--- src/pwr_seq_pkg.sv ---
// shared constants for the module power and reset sequencer
package pwr_seq_pkg;

    // clock rate
    localparam int unsigned CLK_HZ            = 100_000_000;

    // long press that forces power-down, seconds
    localparam int unsigned HOLD_OFF_S        = 7;
    localparam longint unsigned HOLD_OFF_CYCLES = longint'(HOLD_OFF_S) * CLK_HZ;

    // button debounce window, in microseconds
    localparam int unsigned DEBOUNCE_US       = 10_000;
    localparam int unsigned DEBOUNCE_CYCLES   = DEBOUNCE_US * (CLK_HZ / 1_000_000);

    // settle time between steps, microseconds
    localparam int unsigned STEP_US           = 1_000;
    localparam int unsigned STEP_CYCLES       = STEP_US * (CLK_HZ / 1_000_000);

    // width of the input synchronisers
    localparam int unsigned SYNC_STAGES       = 2;

    // reset values of the carrier-facing outputs
    localparam logic RST_CARRIER_POWER_ENABLE = 1'b0;
    localparam logic RST_CARRIER_STANDBY_N    = 1'b1;

    typedef enum logic [3:0] {
        ST_OFF        = 4'h0,
        ST_PWR_MODULE = 4'h1,
        ST_PWR_CARRIER = 4'h2,
        ST_RELEASE    = 4'h3,
        ST_ON         = 4'h4,
        ST_SLEEP      = 4'h5,
        ST_DN_RESET   = 4'h6,
        ST_DN_CARRIER = 4'h7,
        ST_DN_MODULE  = 4'h8
    } seq_state_type;

endpackage

--- src/input_sync.sv ---
// two-stage synchroniser for one asynchronous pin
`timescale 1ns/100ps
module input_sync #(
    parameter logic RESET_LEVEL = 1'b1
) (
    // clock and reset
    input  wire logic clk_sys,
    input  wire logic sys_rst,
    // pin and result
    input  wire logic pin,
    output logic      level
);
    logic stage1;
    logic next_stage1;
    logic next_level;

    always_comb
    begin
        next_stage1 = pin;
        next_level  = stage1;
    end

    always_ff @(posedge clk_sys)
    begin
        if (sys_rst)
        begin
            stage1 <= RESET_LEVEL;
            level  <= RESET_LEVEL;
        end
        else
        begin
            stage1 <= next_stage1;
            level  <= next_level;
        end
    end
endmodule

--- src/button_debounce.sv ---
// debouncer: output follows input once it has been steady for the window
`timescale 1ns/100ps
module button_debounce #(
    parameter int unsigned WINDOW      = 1_000_000,
    parameter logic        RESET_LEVEL = 1'b1
) (
    // clock and reset
    input  wire logic clk_sys,
    input  wire logic sys_rst,
    // synchronised level in, steady level out
    input  wire logic raw,
    output logic      steady
);
    localparam int unsigned CW = $clog2(WINDOW + 1);

    logic [CW-1:0] count;
    logic [CW-1:0] next_count;
    logic          next_steady;

    always_comb
    begin
        next_count  = count;
        next_steady = steady;
        if (raw == steady)
        begin
            next_count = '0;
        end
        else if (count == CW'(WINDOW - 1))
        begin
            next_count  = '0;
            next_steady = raw;
        end
        else
        begin
            next_count = count + CW'(1);
        end
    end

    always_ff @(posedge clk_sys)
    begin
        if (sys_rst)
        begin
            count  <= '0;
            steady <= RESET_LEVEL;
        end
        else
        begin
            count  <= next_count;
            steady <= next_steady;
        end
    end
endmodule

--- src/module_power_reset_control.sv ---
// power-up, standby and reset sequencer facing the carrier board
//
// Contract
// - no power-up while supply-invalid input low
// - raise carrier power enable when safe
// - power button starts system power-on
// - standby output low only in standby
// - optional charger-present auto power-on
// - sleep request active low, pulled up
// - full-system reset line two-way
// - processor reset line two-way, spares controller
// - primary reset fans to three resets
// - clock-reset controller resets remaining blocks
// - real-time clock stays in always-on domain
// - wake and power requests exit deep sleep
// - sleep keeps states, requests external power; the code drops pmu_power_request while in sleep
// - carrier waits enable, then processor reset released
// - shutdown: reset first, then drop enable
// - only button rising edge turns on; the code also turns on at charger attach when auto_en is set
// - seven second low press powers down
`timescale 1ns/100ps
module module_power_reset_control
#(
    parameter longint unsigned HOLD_CYCLES     = pwr_seq_pkg::HOLD_OFF_CYCLES,
    parameter int unsigned     DEBOUNCE_WINDOW = pwr_seq_pkg::DEBOUNCE_CYCLES,
    parameter int unsigned     STEP_WAIT       = pwr_seq_pkg::STEP_CYCLES,
    parameter int unsigned     WAKE_SOURCES    = 4
) (
    // clock and reset
    input  wire logic                    clk_sys,
    input  wire logic                    sys_rst,
    // carrier sideband inputs, asynchronous
    input  wire logic                    supply_invalid_n,
    input  wire logic                    power_button_n,
    input  wire logic                    charger_present_n,
    input  wire logic                    sleep_request_n,
    // strap: auto power-on from charger present
    input  wire logic                    auto_power_on,
    // full-system reset line, open drain
    input  wire logic                    system_reset_in_n,
    output logic                         system_reset_out,
    output logic                         system_reset_oe,
    // processor and flash reset line, open drain
    input  wire logic                    cpu_reset_in_n,
    output logic                         cpu_reset_out,
    output logic                         cpu_reset_oe,
    // primary chip reset and wake requests, asynchronous
    input  wire logic                    primary_chip_reset_n,
    input  wire logic [WAKE_SOURCES-1:0] wake_request,
    input  wire logic                    power_request,
    input  wire logic                    clock_request,
    // software power commands, same clock
    input  wire logic                    shutdown_request,
    input  wire logic                    sleep_enter,
    // carrier outputs
    output logic                         carrier_power_enable,
    output logic                         carrier_standby_n,
    // external power manager
    output logic                         pmu_power_request,
    // derived resets, active low
    output logic                         power_controller_rst_n,
    output logic                         rtc_rst_n,
    output logic                         clock_reset_controller_rst_n,
    output logic                         soc_blocks_rst_n,
    // state
    output logic                         module_power_on
);
    import pwr_seq_pkg::*;

    localparam int unsigned HW = $clog2(HOLD_CYCLES + 1);
    localparam int unsigned SW = $clog2(STEP_WAIT + 1);
    localparam int unsigned NS = 7 + WAKE_SOURCES;

    // two flops on every pin; the line inputs idle high
    logic [NS-1:0] pins;
    logic [NS-1:0] synced;
    assign pins = {wake_request, clock_request, power_request, primary_chip_reset_n,
                   cpu_reset_in_n, system_reset_in_n, sleep_request_n, charger_present_n};

    genvar gi;
    generate
        for (gi = 0; gi < NS; gi++)
        begin : g_sync
            input_sync #(
                .RESET_LEVEL (gi < 5 ? 1'b1 : 1'b0)
            ) u_sync (
                .clk_sys (clk_sys),
                .sys_rst (sys_rst),
                .pin     (pins[gi]),
                .level   (synced[gi])
            );
        end
    endgenerate

    logic sup_ok_sync;
    logic btn_sync;
    input_sync #(.RESET_LEVEL(1'b0)) u_sync_sup (
        .clk_sys (clk_sys),
        .sys_rst (sys_rst),
        .pin     (supply_invalid_n),
        .level   (sup_ok_sync)
    );
    input_sync #(.RESET_LEVEL(1'b1)) u_sync_btn (
        .clk_sys (clk_sys),
        .sys_rst (sys_rst),
        .pin     (power_button_n),
        .level   (btn_sync)
    );

    // button-driven inputs are debounced
    logic btn_n;
    logic sysrst_btn_n;
    button_debounce #(.WINDOW(DEBOUNCE_WINDOW), .RESET_LEVEL(1'b1)) u_deb_btn (
        .clk_sys (clk_sys),
        .sys_rst (sys_rst),
        .raw     (btn_sync),
        .steady  (btn_n)
    );
    button_debounce #(.WINDOW(DEBOUNCE_WINDOW), .RESET_LEVEL(1'b1)) u_deb_rst (
        .clk_sys (clk_sys),
        .sys_rst (sys_rst),
        .raw     (synced[2]),
        .steady  (sysrst_btn_n)
    );

    logic charger_n;
    logic sleep_req_n;
    logic cpu_line_n;
    logic chip_rst_n;
    logic wake_any;
    assign charger_n   = synced[0];
    assign sleep_req_n = synced[1];
    assign cpu_line_n  = synced[3];
    assign chip_rst_n  = synced[4];
    // any request source can end deep sleep
    assign wake_any    = |synced[NS-1:5];

    logic strap_sync;
    logic auto_en;
    logic next_auto_en;
    logic btn_prev;
    input_sync #(.RESET_LEVEL(1'b0)) u_sync_strap (
        .clk_sys (clk_sys),
        .sys_rst (sys_rst),
        .pin     (auto_power_on),
        .level   (strap_sync)
    );
    logic next_btn_prev;
    logic charger_prev_n;
    logic next_charger_prev_n;

    seq_state_type   state;
    seq_state_type   next_state;
    logic [HW-1:0]   hold_cnt;
    logic [HW-1:0]   next_hold_cnt;
    logic [SW-1:0]   step_cnt;
    logic [SW-1:0]   next_step_cnt;
    logic            step_done;
    logic            on_event;
    logic            next_carrier_power_enable;
    logic            next_carrier_standby_n;
    logic            next_cpu_reset;
    logic            next_sys_reset;
    logic            next_pmu_power_request;
    logic            next_module_power_on;
    logic            next_pc_rst_n;
    logic            next_soc_rst_n;
    logic            hold_done;

    assign step_done = (step_cnt == SW'(STEP_WAIT - 1));
    assign hold_done = (hold_cnt == HW'(HOLD_CYCLES - 1));
    // button rise, or charger attach when enabled
    assign on_event  = (btn_n && !btn_prev)
                     || (auto_en && !charger_n && charger_prev_n);

    always_comb
    begin
        next_state = state;
        next_step_cnt = '0;
        next_hold_cnt = '0;
        next_auto_en = strap_sync;
        next_btn_prev = btn_n;
        next_charger_prev_n = charger_n;
        next_carrier_power_enable = carrier_power_enable;
        next_carrier_standby_n = 1'b1;
        next_cpu_reset = cpu_reset_oe;
        next_sys_reset = system_reset_oe;
        next_pmu_power_request = pmu_power_request;
        next_module_power_on = module_power_on;
        unique case (state)
            ST_OFF:
            begin
                next_cpu_reset         = 1'b1;
                next_sys_reset         = 1'b1;
                next_pmu_power_request = 1'b0;
                next_module_power_on   = 1'b0;
                if (sup_ok_sync && on_event)
                begin
                    next_state             = ST_PWR_MODULE;
                    next_pmu_power_request = 1'b1;
                end
            end
            ST_PWR_MODULE:
            begin
                next_step_cnt = step_cnt + SW'(1);
                if (!sup_ok_sync)
                begin
                    next_state             = ST_OFF;
                    next_pmu_power_request = 1'b0;
                end
                else if (step_done)
                begin
                    // module rails settled, carrier may now power
                    next_state                = ST_PWR_CARRIER;
                    next_step_cnt             = '0;
                    next_carrier_power_enable = 1'b1;
                    next_module_power_on      = 1'b1;
                end
            end
            ST_PWR_CARRIER:
            begin
                next_step_cnt = step_cnt + SW'(1);
                if (step_done)
                begin
                    next_state     = ST_RELEASE;
                    next_step_cnt  = '0;
                    next_sys_reset = 1'b0;
                end
            end
            ST_RELEASE:
            begin
                next_step_cnt = step_cnt + SW'(1);
                if (step_done)
                begin
                    next_state     = ST_ON;
                    next_cpu_reset = 1'b0;
                end
            end
            ST_ON:
            begin
                next_hold_cnt = btn_n ? '0 : hold_cnt + HW'(1);
                if (shutdown_request || (!btn_n && hold_done))
                begin
                    next_state     = ST_DN_RESET;
                    next_hold_cnt  = '0;
                    next_cpu_reset = 1'b1;
                    next_sys_reset = 1'b1;
                end
                else if (sleep_enter || !sleep_req_n)
                begin
                    next_state             = ST_SLEEP;
                    next_carrier_standby_n = 1'b0;
                end
            end
            ST_SLEEP:
            begin
                // lines keep their levels; pmu may drop rails
                next_carrier_standby_n = 1'b0;
                next_pmu_power_request = 1'b0;
                if (wake_any || on_event)
                begin
                    next_state             = ST_ON;
                    next_carrier_standby_n = 1'b1;
                    next_pmu_power_request = 1'b1;
                end
            end
            ST_DN_RESET:
            begin
                next_step_cnt = step_cnt + SW'(1);
                if (step_done)
                begin
                    next_state                = ST_DN_CARRIER;
                    next_step_cnt             = '0;
                    next_carrier_power_enable = 1'b0;
                end
            end
            ST_DN_CARRIER:
            begin
                next_step_cnt = step_cnt + SW'(1);
                if (step_done)
                begin
                    next_state             = ST_DN_MODULE;
                    next_step_cnt          = '0;
                    next_pmu_power_request = 1'b0;
                end
            end
            ST_DN_MODULE:
            begin
                next_state = ST_OFF;
            end
            default:
            begin
                next_state = ST_OFF;
            end
        endcase
    end

    // fan-out of the primary reset; sleep never touches it
    always_comb
    begin
        next_pc_rst_n  = chip_rst_n;
        // carrier reset button or cpu line pulls the blocks, not the controller
        next_soc_rst_n = clock_reset_controller_rst_n && sysrst_btn_n
                         && cpu_line_n && !cpu_reset_oe;
    end

    always_ff @(posedge clk_sys)
    begin
        if (sys_rst)
        begin
            state <= ST_OFF;
            step_cnt <= '0;
            hold_cnt <= '0;
            auto_en <= 1'b0;
            btn_prev <= 1'b1;
            charger_prev_n <= 1'b1;
            carrier_power_enable <= RST_CARRIER_POWER_ENABLE;
            carrier_standby_n <= RST_CARRIER_STANDBY_N;
            cpu_reset_oe <= 1'b1;
            system_reset_oe <= 1'b1;
            pmu_power_request <= 1'b0;
            module_power_on <= 1'b0;
            power_controller_rst_n <= 1'b0;
            rtc_rst_n <= 1'b0;
            clock_reset_controller_rst_n <= 1'b0;
            soc_blocks_rst_n <= 1'b0;
        end
        else
        begin
            state <= next_state;
            step_cnt <= next_step_cnt;
            hold_cnt <= next_hold_cnt;
            auto_en <= next_auto_en;
            btn_prev <= next_btn_prev;
            charger_prev_n <= next_charger_prev_n;
            carrier_power_enable <= next_carrier_power_enable;
            carrier_standby_n <= next_carrier_standby_n;
            cpu_reset_oe <= next_cpu_reset;
            system_reset_oe <= next_sys_reset;
            pmu_power_request <= next_pmu_power_request;
            module_power_on <= next_module_power_on;
            power_controller_rst_n <= next_pc_rst_n;
            rtc_rst_n <= next_pc_rst_n;
            clock_reset_controller_rst_n <= next_pc_rst_n;
            soc_blocks_rst_n <= next_soc_rst_n;
        end
    end

    // open drain: only ever pull low
    always_ff @(posedge clk_sys)
    begin
        system_reset_out <= 1'b0;
        cpu_reset_out    <= 1'b0;
    end
endmodule

--- config.mk ---
export PLATFORM = sky130hd
export DESIGN_NAME = module_power_reset_control
export DESIGN_NICKNAME = d
export VERILOG_FILES = /design/src/pwr_seq_pkg.sv /design/src/input_sync.sv /design/src/button_debounce.sv /design/src/module_power_reset_control.sv
export SDC_FILE = /design/constraint.sdc
export NUM_CORES = 1
export LEC_CHECK = 0
export BUFFER_PORTS_ARGS = -buffer_cell sky130_fd_sc_hd__buf_2
export CAP_MARGIN = 10
export CORE_ASPECT_RATIO = 0.6
export CORE_MARGIN = 2
export CORE_UTILIZATION = 54
export CTS_BUF_LIST = sky130_fd_sc_hd__clkbuf_16
export DETAILED_ROUTE_END_ITERATION = 8
export PLACE_DENSITY = 0.75
export REMOVE_ABC_BUFFERS = 1
export SYNTH_ARGS = -nofsm -noshare
export SYNTH_HDL_FRONTEND = slang
export SYNTH_SLANG_ARGS = --single-unit
--- constraint.sdc ---
create_clock -name clk_sys -period 2.31 [get_ports clk_sys]
set_input_delay 0.231 -clock clk_sys [delete_from_list [all_inputs] [get_ports clk_sys]]
set_output_delay 0.231 -clock clk_sys [all_outputs]
set_load 0.1 [all_outputs]
# Yosys cells after proc, flatten, opt, wreduce, memory -nomap -nowiden
# Index checks and enable logic that the tools add are counted.
[op_classes] eq_ne=25 n_reduce_logical=36 muxes=29 add_sub_neg=4 bitwise=3
[op_table] op="17-bit case mux with 3 select lines" count=1
[op_table] op="20-bit by 1-bit adder with 20-bit output, second input constant" count=2
[op_table] op="20-bit == test, second input constant" count=2
[op_table] op="4-bit 2-to-1 mux" count=10
[op_table] op="17-bit 2-to-1 mux" count=2
[op_table] op="4-bit case mux with 8 select lines" count=1
[op_table] op="30-bit by 1-bit adder with 30-bit output, second input constant" count=1
[op_table] op="30-bit == test, second input constant" count=1
[op_table] op="2-bit != test, second input constant" count=9
[op_table] op="17-bit by 1-bit adder with 17-bit output, second input constant" count=1
[op_table] op="17-bit == test, second input constant" count=1
[op_table] op="4-bit by 3-bit == test with 1-bit output, second input constant" count=4
[op_table] op="3-bit AND reduction" count=4
[op_table] op="1-bit 2-to-1 mux" count=9
[op_table] op="3-bit OR reduction" count=3
[op_table] op="4-bit by 2-bit == test with 1-bit output, second input constant" count=2
[op_table] op="1-bit logical AND" count=8
[op_table] op="8-bit AND reduction" count=1
[op_table] op="3-bit != test, second input constant" count=2
[op_table] op="1-bit case mux with 2 select lines" count=3
[op_table] op="1-bit case mux with 3 select lines" count=2
[op_table] op="3-bit nonzero test" count=2
[op_table] op="6-bit OR reduction" count=1
[op_table] op="1-bit zero test" count=5
[op_table] op="12 further kinds" count=20
[totals] inputBits=18 elab_cells=143 regBits=132 out_inout_bits=12

# Depth between registers and ports, before layout
[depth] word_depth=7 ltp_mapped=8 ltp_nobuf=7

# By module
# Synthesis repeated with hierarchy kept, for this count alone.
[unflattened] hier_cells=620 hier_area_um2=5569.1
[modules_own_cells] mod="module_power_reset_control" area_each_um2=2911.5 seq_area_each_um2=1241.2 cells_each=342 instances=1
[modules_own_cells] mod="button_debounce" area_each_um2=960.9 seq_area_each_um2=420.4 cells_each=111 instances=2
[modules_own_cells] mod="input_sync" area_each_um2=52.6 seq_area_each_um2=40.0 cells_each=4 instances=14

# Worst setup path after synthesis
# Ideal clock, no wire load.
[synth_path] path_type="register to register" startpoint="register step_cnt[0]" endpoint="register state[2]" required_time_ns=2.207 setup_ns=0.103 period_less_slack_ns=2.274 t_arrival_ns=2.170 path_buffers=1 stages_incl_launch_ff=9 slack_ns=0.036 path_cell_list="dfxtp_1 ha_1 and4_4 nand2_1 or4_1 buf_6 a22oi_4 nand3_2 a2111oi_2"
[synth_via] elab_chain_len=3 elab_cells_between_ends=7 classes_between="eq/ne: 6; reduce/logical: 1"
[synth_lines] item="from (decl)" line_no="module_power_reset_control.sv:156" text="logic [SW-1:0] step_cnt;"
[synth_lines] item="from (signal assigned)" line_no="module_power_reset_control.sv:331" text="step_cnt <= next_step_cnt;"
[synth_lines] item="17-bit == test *" line_no="module_power_reset_control.sv:170" text="assign step_done = (step_cnt == SW'(STEP_WAIT - 1));"
[synth_lines] item="3-bit != test (no line) / 2-bit != test (equally long branches)"
[synth_lines] item="8-bit AND reduction (no line) *"
[synth_lines] item="to (signal assigned)" line_no="module_power_reset_control.sv:330" text="state <= next_state;"
[synth_lines] item="to (decl)" line_no="module_power_reset_control.sv:152" text="seq_state_type state;"
# Every way passes the cells marked *; elsewhere a longest branch is shown, timed or not.
# A chain may end at the register's enable or synchronous reset.

# Worst setup path after layout
[layout_path] startpoint="register step_cnt[1]" endpoint="register state[2]"
# The elaborated chain is that of the path after synthesis.

==> qor.yml <==
run_status:
  outcome: "finished clean"
yosys:
  yosys.area.top_type_share_pct: 49.0
  async_reset_ff_share_pct: 0
  ys_ff_latch: 132
  synth.distinct_cells: 46
  synth_common_cells: "dfxtp_1, nor2_1, xor2_1, nand3_1"
  synth_edf_count: 0
  yosysMostFrequentCell: "dfxtp_1"
  synth_warnings: 0
  netlist.top_cell.by_area: "dfxtp_1"
  synth_area_leaders: "dfxtp_1, xor2_1, nor2_1, xnor2_1, nand3_1"
  synthCells: 597
  ys.flop_type: "dfxtp_1"
  syn_area_per_cell_um2: 9.04
  synth_seq_area_share_pct: 49.0
  netlist_area_um2: 5400
cells_and_area:
  layout-drive-gt1-share_pct: 15.7
  antenna_cells: 0
  syn2layout_area_growth_pct: 19.4
  layoutNonFillerInstCount: 790
  final_area_um2: 6450
  fillCellCount: 752
  regArea_um2: 2640
  multiInputGateArea_um2: 2600
  nets: 664
critical_path:
  criticalPathCategory: "flop to flop"
  worst-path-max-fanout: 4
  critPathLaunchType: "flop"
  endpoint_kind: "flop"
  cp.arrival_ns: 2.52
  required_ns: 2.63
clock_tree:
  clock-sinks: 132
  clock_latency_ns: 0.42
  clk_pin_slew_ns: 0.06
  postCtsSetupBuffers: 0
  h-tree-depth: 4
  root_buffer: "clkbuf_16"
  cts_tree: "built"
  numCtsBuffers: 17
  clk_path_buf_depth: 2
routing:
  top_layer_used: "met4"
  vias: 4212
  wl_per_cell_um: 13.8
  drtIter0Drc: 288
  firstDrtPassIters: 5
  met2_wirelength_mm: 4.66
  wl_met3_um: 602
  ant_nets: 0
  drc: 0
  viasPerCell: 5.33
  drt-met1-wl_mm: 5.44
  wirelength_mm: 10.9
place:
  io_buffer_count: 27
  placed_area_um2: 5770
  dp_hpwl_mm: 7.32
  place_congestion: 0.834
  numPlacedInstances: 756
power_and_ir_drop:
  ir_drop_mv: 0.654
  power.density_nw_per_um2: 860
  leakagePower_nw: 2.28
  power.total_mw: 5.54
global_route:
  grt_max_degree: 31
  grt_pass1_wl_mm: 17.7
  grt_usage_pct: 20.7
  grt_antenna_before_repair: 0
  grt_overflow: 0
  grt_pass1_vias: 3860
die:
  dieArea_um2: 10800
  std_cell_rows: 28
  pin_count: 30
  fp.dieW_um: 133
  die_h_um: 81.4
  core_area_um2: 9770
  start_util_pct: 55.2
sta:
  final-setup-viol-count: 0
  period_minus_slack_ns: 2.20
  fin_crit_sh_pct: 95.4
  max_freq_ghz: 0.454
  drv_slew: 0
  relSlewSlack_pct: 55.6
  hold_violations: 0
  fin_skew_ns: 0.0132
  worst_pin_slew_ns: 0.659
flow_run:
  maxCapViolCount: 0
hold_path:
  hold_class: "primary input to flop"
-- cell usage in the layout (no fill, tap or decap), types with 5 or more instances in the layout --
cell type	count
clkbuf_16	17
nand3_1	40
and2_1	5
or2_2	13
nor2b_1	24
or3_1	7
and4_1	8
bufinv_16	5
inv_1	12
o21ai_0	7
and3_1	14
nor3_1	14
clkinv_4	5
xor2_1	48
xnor2_1	30
nor4_1	11
buf_2	27
a21oi_1	11
nand4_1	18
nand2_1	30
buf_4	16
nor2_1	110
dfxtp_1	132
-- flip-flops by register name, indices dropped and copies added, names as in the netlist, 4 cells and up --
name,flops
g_sync.u_sync.level,11
state,4
u_deb_rst.count,20
hold_cnt,30
g_sync.u_sync.next_level,11
u_deb_btn.count,20
step_cnt,17
-- where the power goes --
part           internal [mW]  leakage, nW  switching (mW)
Combinational          0.103        0.891           0.148
Clock                   1.92        0.318            1.02
Sequential              2.31         1.07          0.0339
Total                   4.34         2.28            1.21
-- routing by layer --
layer  up-vias  track usage [%]
met1      1962             27.5
li1       2118                -
met4         0             8.28
met2       108             31.7
met3        24             6.79
met5         -                0
-- path summary, 6_finish.rpt --
kind                    startpoint  slack (ns)  cells past startpoint                          end
max reg2reg            step_cnt[1]        0.11                      7                     state[2]
min reg2reg  u_sync_btn.next_level        0.41                      1             u_sync_btn.level
max                    step_cnt[1]        0.11                      7                     state[2]
min           primary_chip_reset_n       0.009                      2  g_sync[4].u_sync.next_level
-- logic make-up (layout without fill, tap and decap cells) --
family / Yosys count / in the layout / share of synthesized area, %
simple gates: 313 / 313 / 29.7
flops: 132 / 132 / 49.0
xor+xnor: 78 / 78 / 12.7
buf+inv: 35 / 92 / 3.01
compound gates: 33 / 33 / 4.45
fa+ha+maj: 4 / 4 / 0.927
other cells: 1 / 2 / 0.0695
mux: 1 / 1 / 0.185
-- final cells by class --
type / instances / share of cell area [%]
clock buffers: 17 / 6.60
clock inverters: 15 / 3.55
inverters: 12 / 0.699
multi-input cells: 431 / 40.3
flip-flops and latches: 132 / 41.0
well taps: 135 / 2.62
repair buffers: 48 / 5.20
-- repair_timing --
item / CTS / global route
endpoints found under the setup margin: 0 / 5
endpoints found under the hold margin: 2 / 0
resized for setup: 0 / 1
hold buffers: 2 / 0
-- critical path, stage by stage (launching register included) --
cell	delay [ns]
dfxtp_1	0.35
ha_1	0.18
and4_4	0.22
nand2_1	0.08
or4_4	0.60
a22oi_4	0.22
nand3_2	0.10
a2111oi_2	0.36
-- per-stage QoR --
stage	hold slack, ns	setup TNS, ns	utilization (%)	setup WS [ns]
6_report	0.00943	0	65.9	0.106
5_1_grt	0.00489	-0.0310	65.9	-0.0190
4_1_cts	0.000508	0	65.9	0.0359
3_5_place_dp	0.401	0	59.0	0.0428
3_3_place_gp	0.397	0	59.0	0.103
2_1_floorplan	0.300	-0.703	-	-0.298
Power figures use the tool's default switching activity.
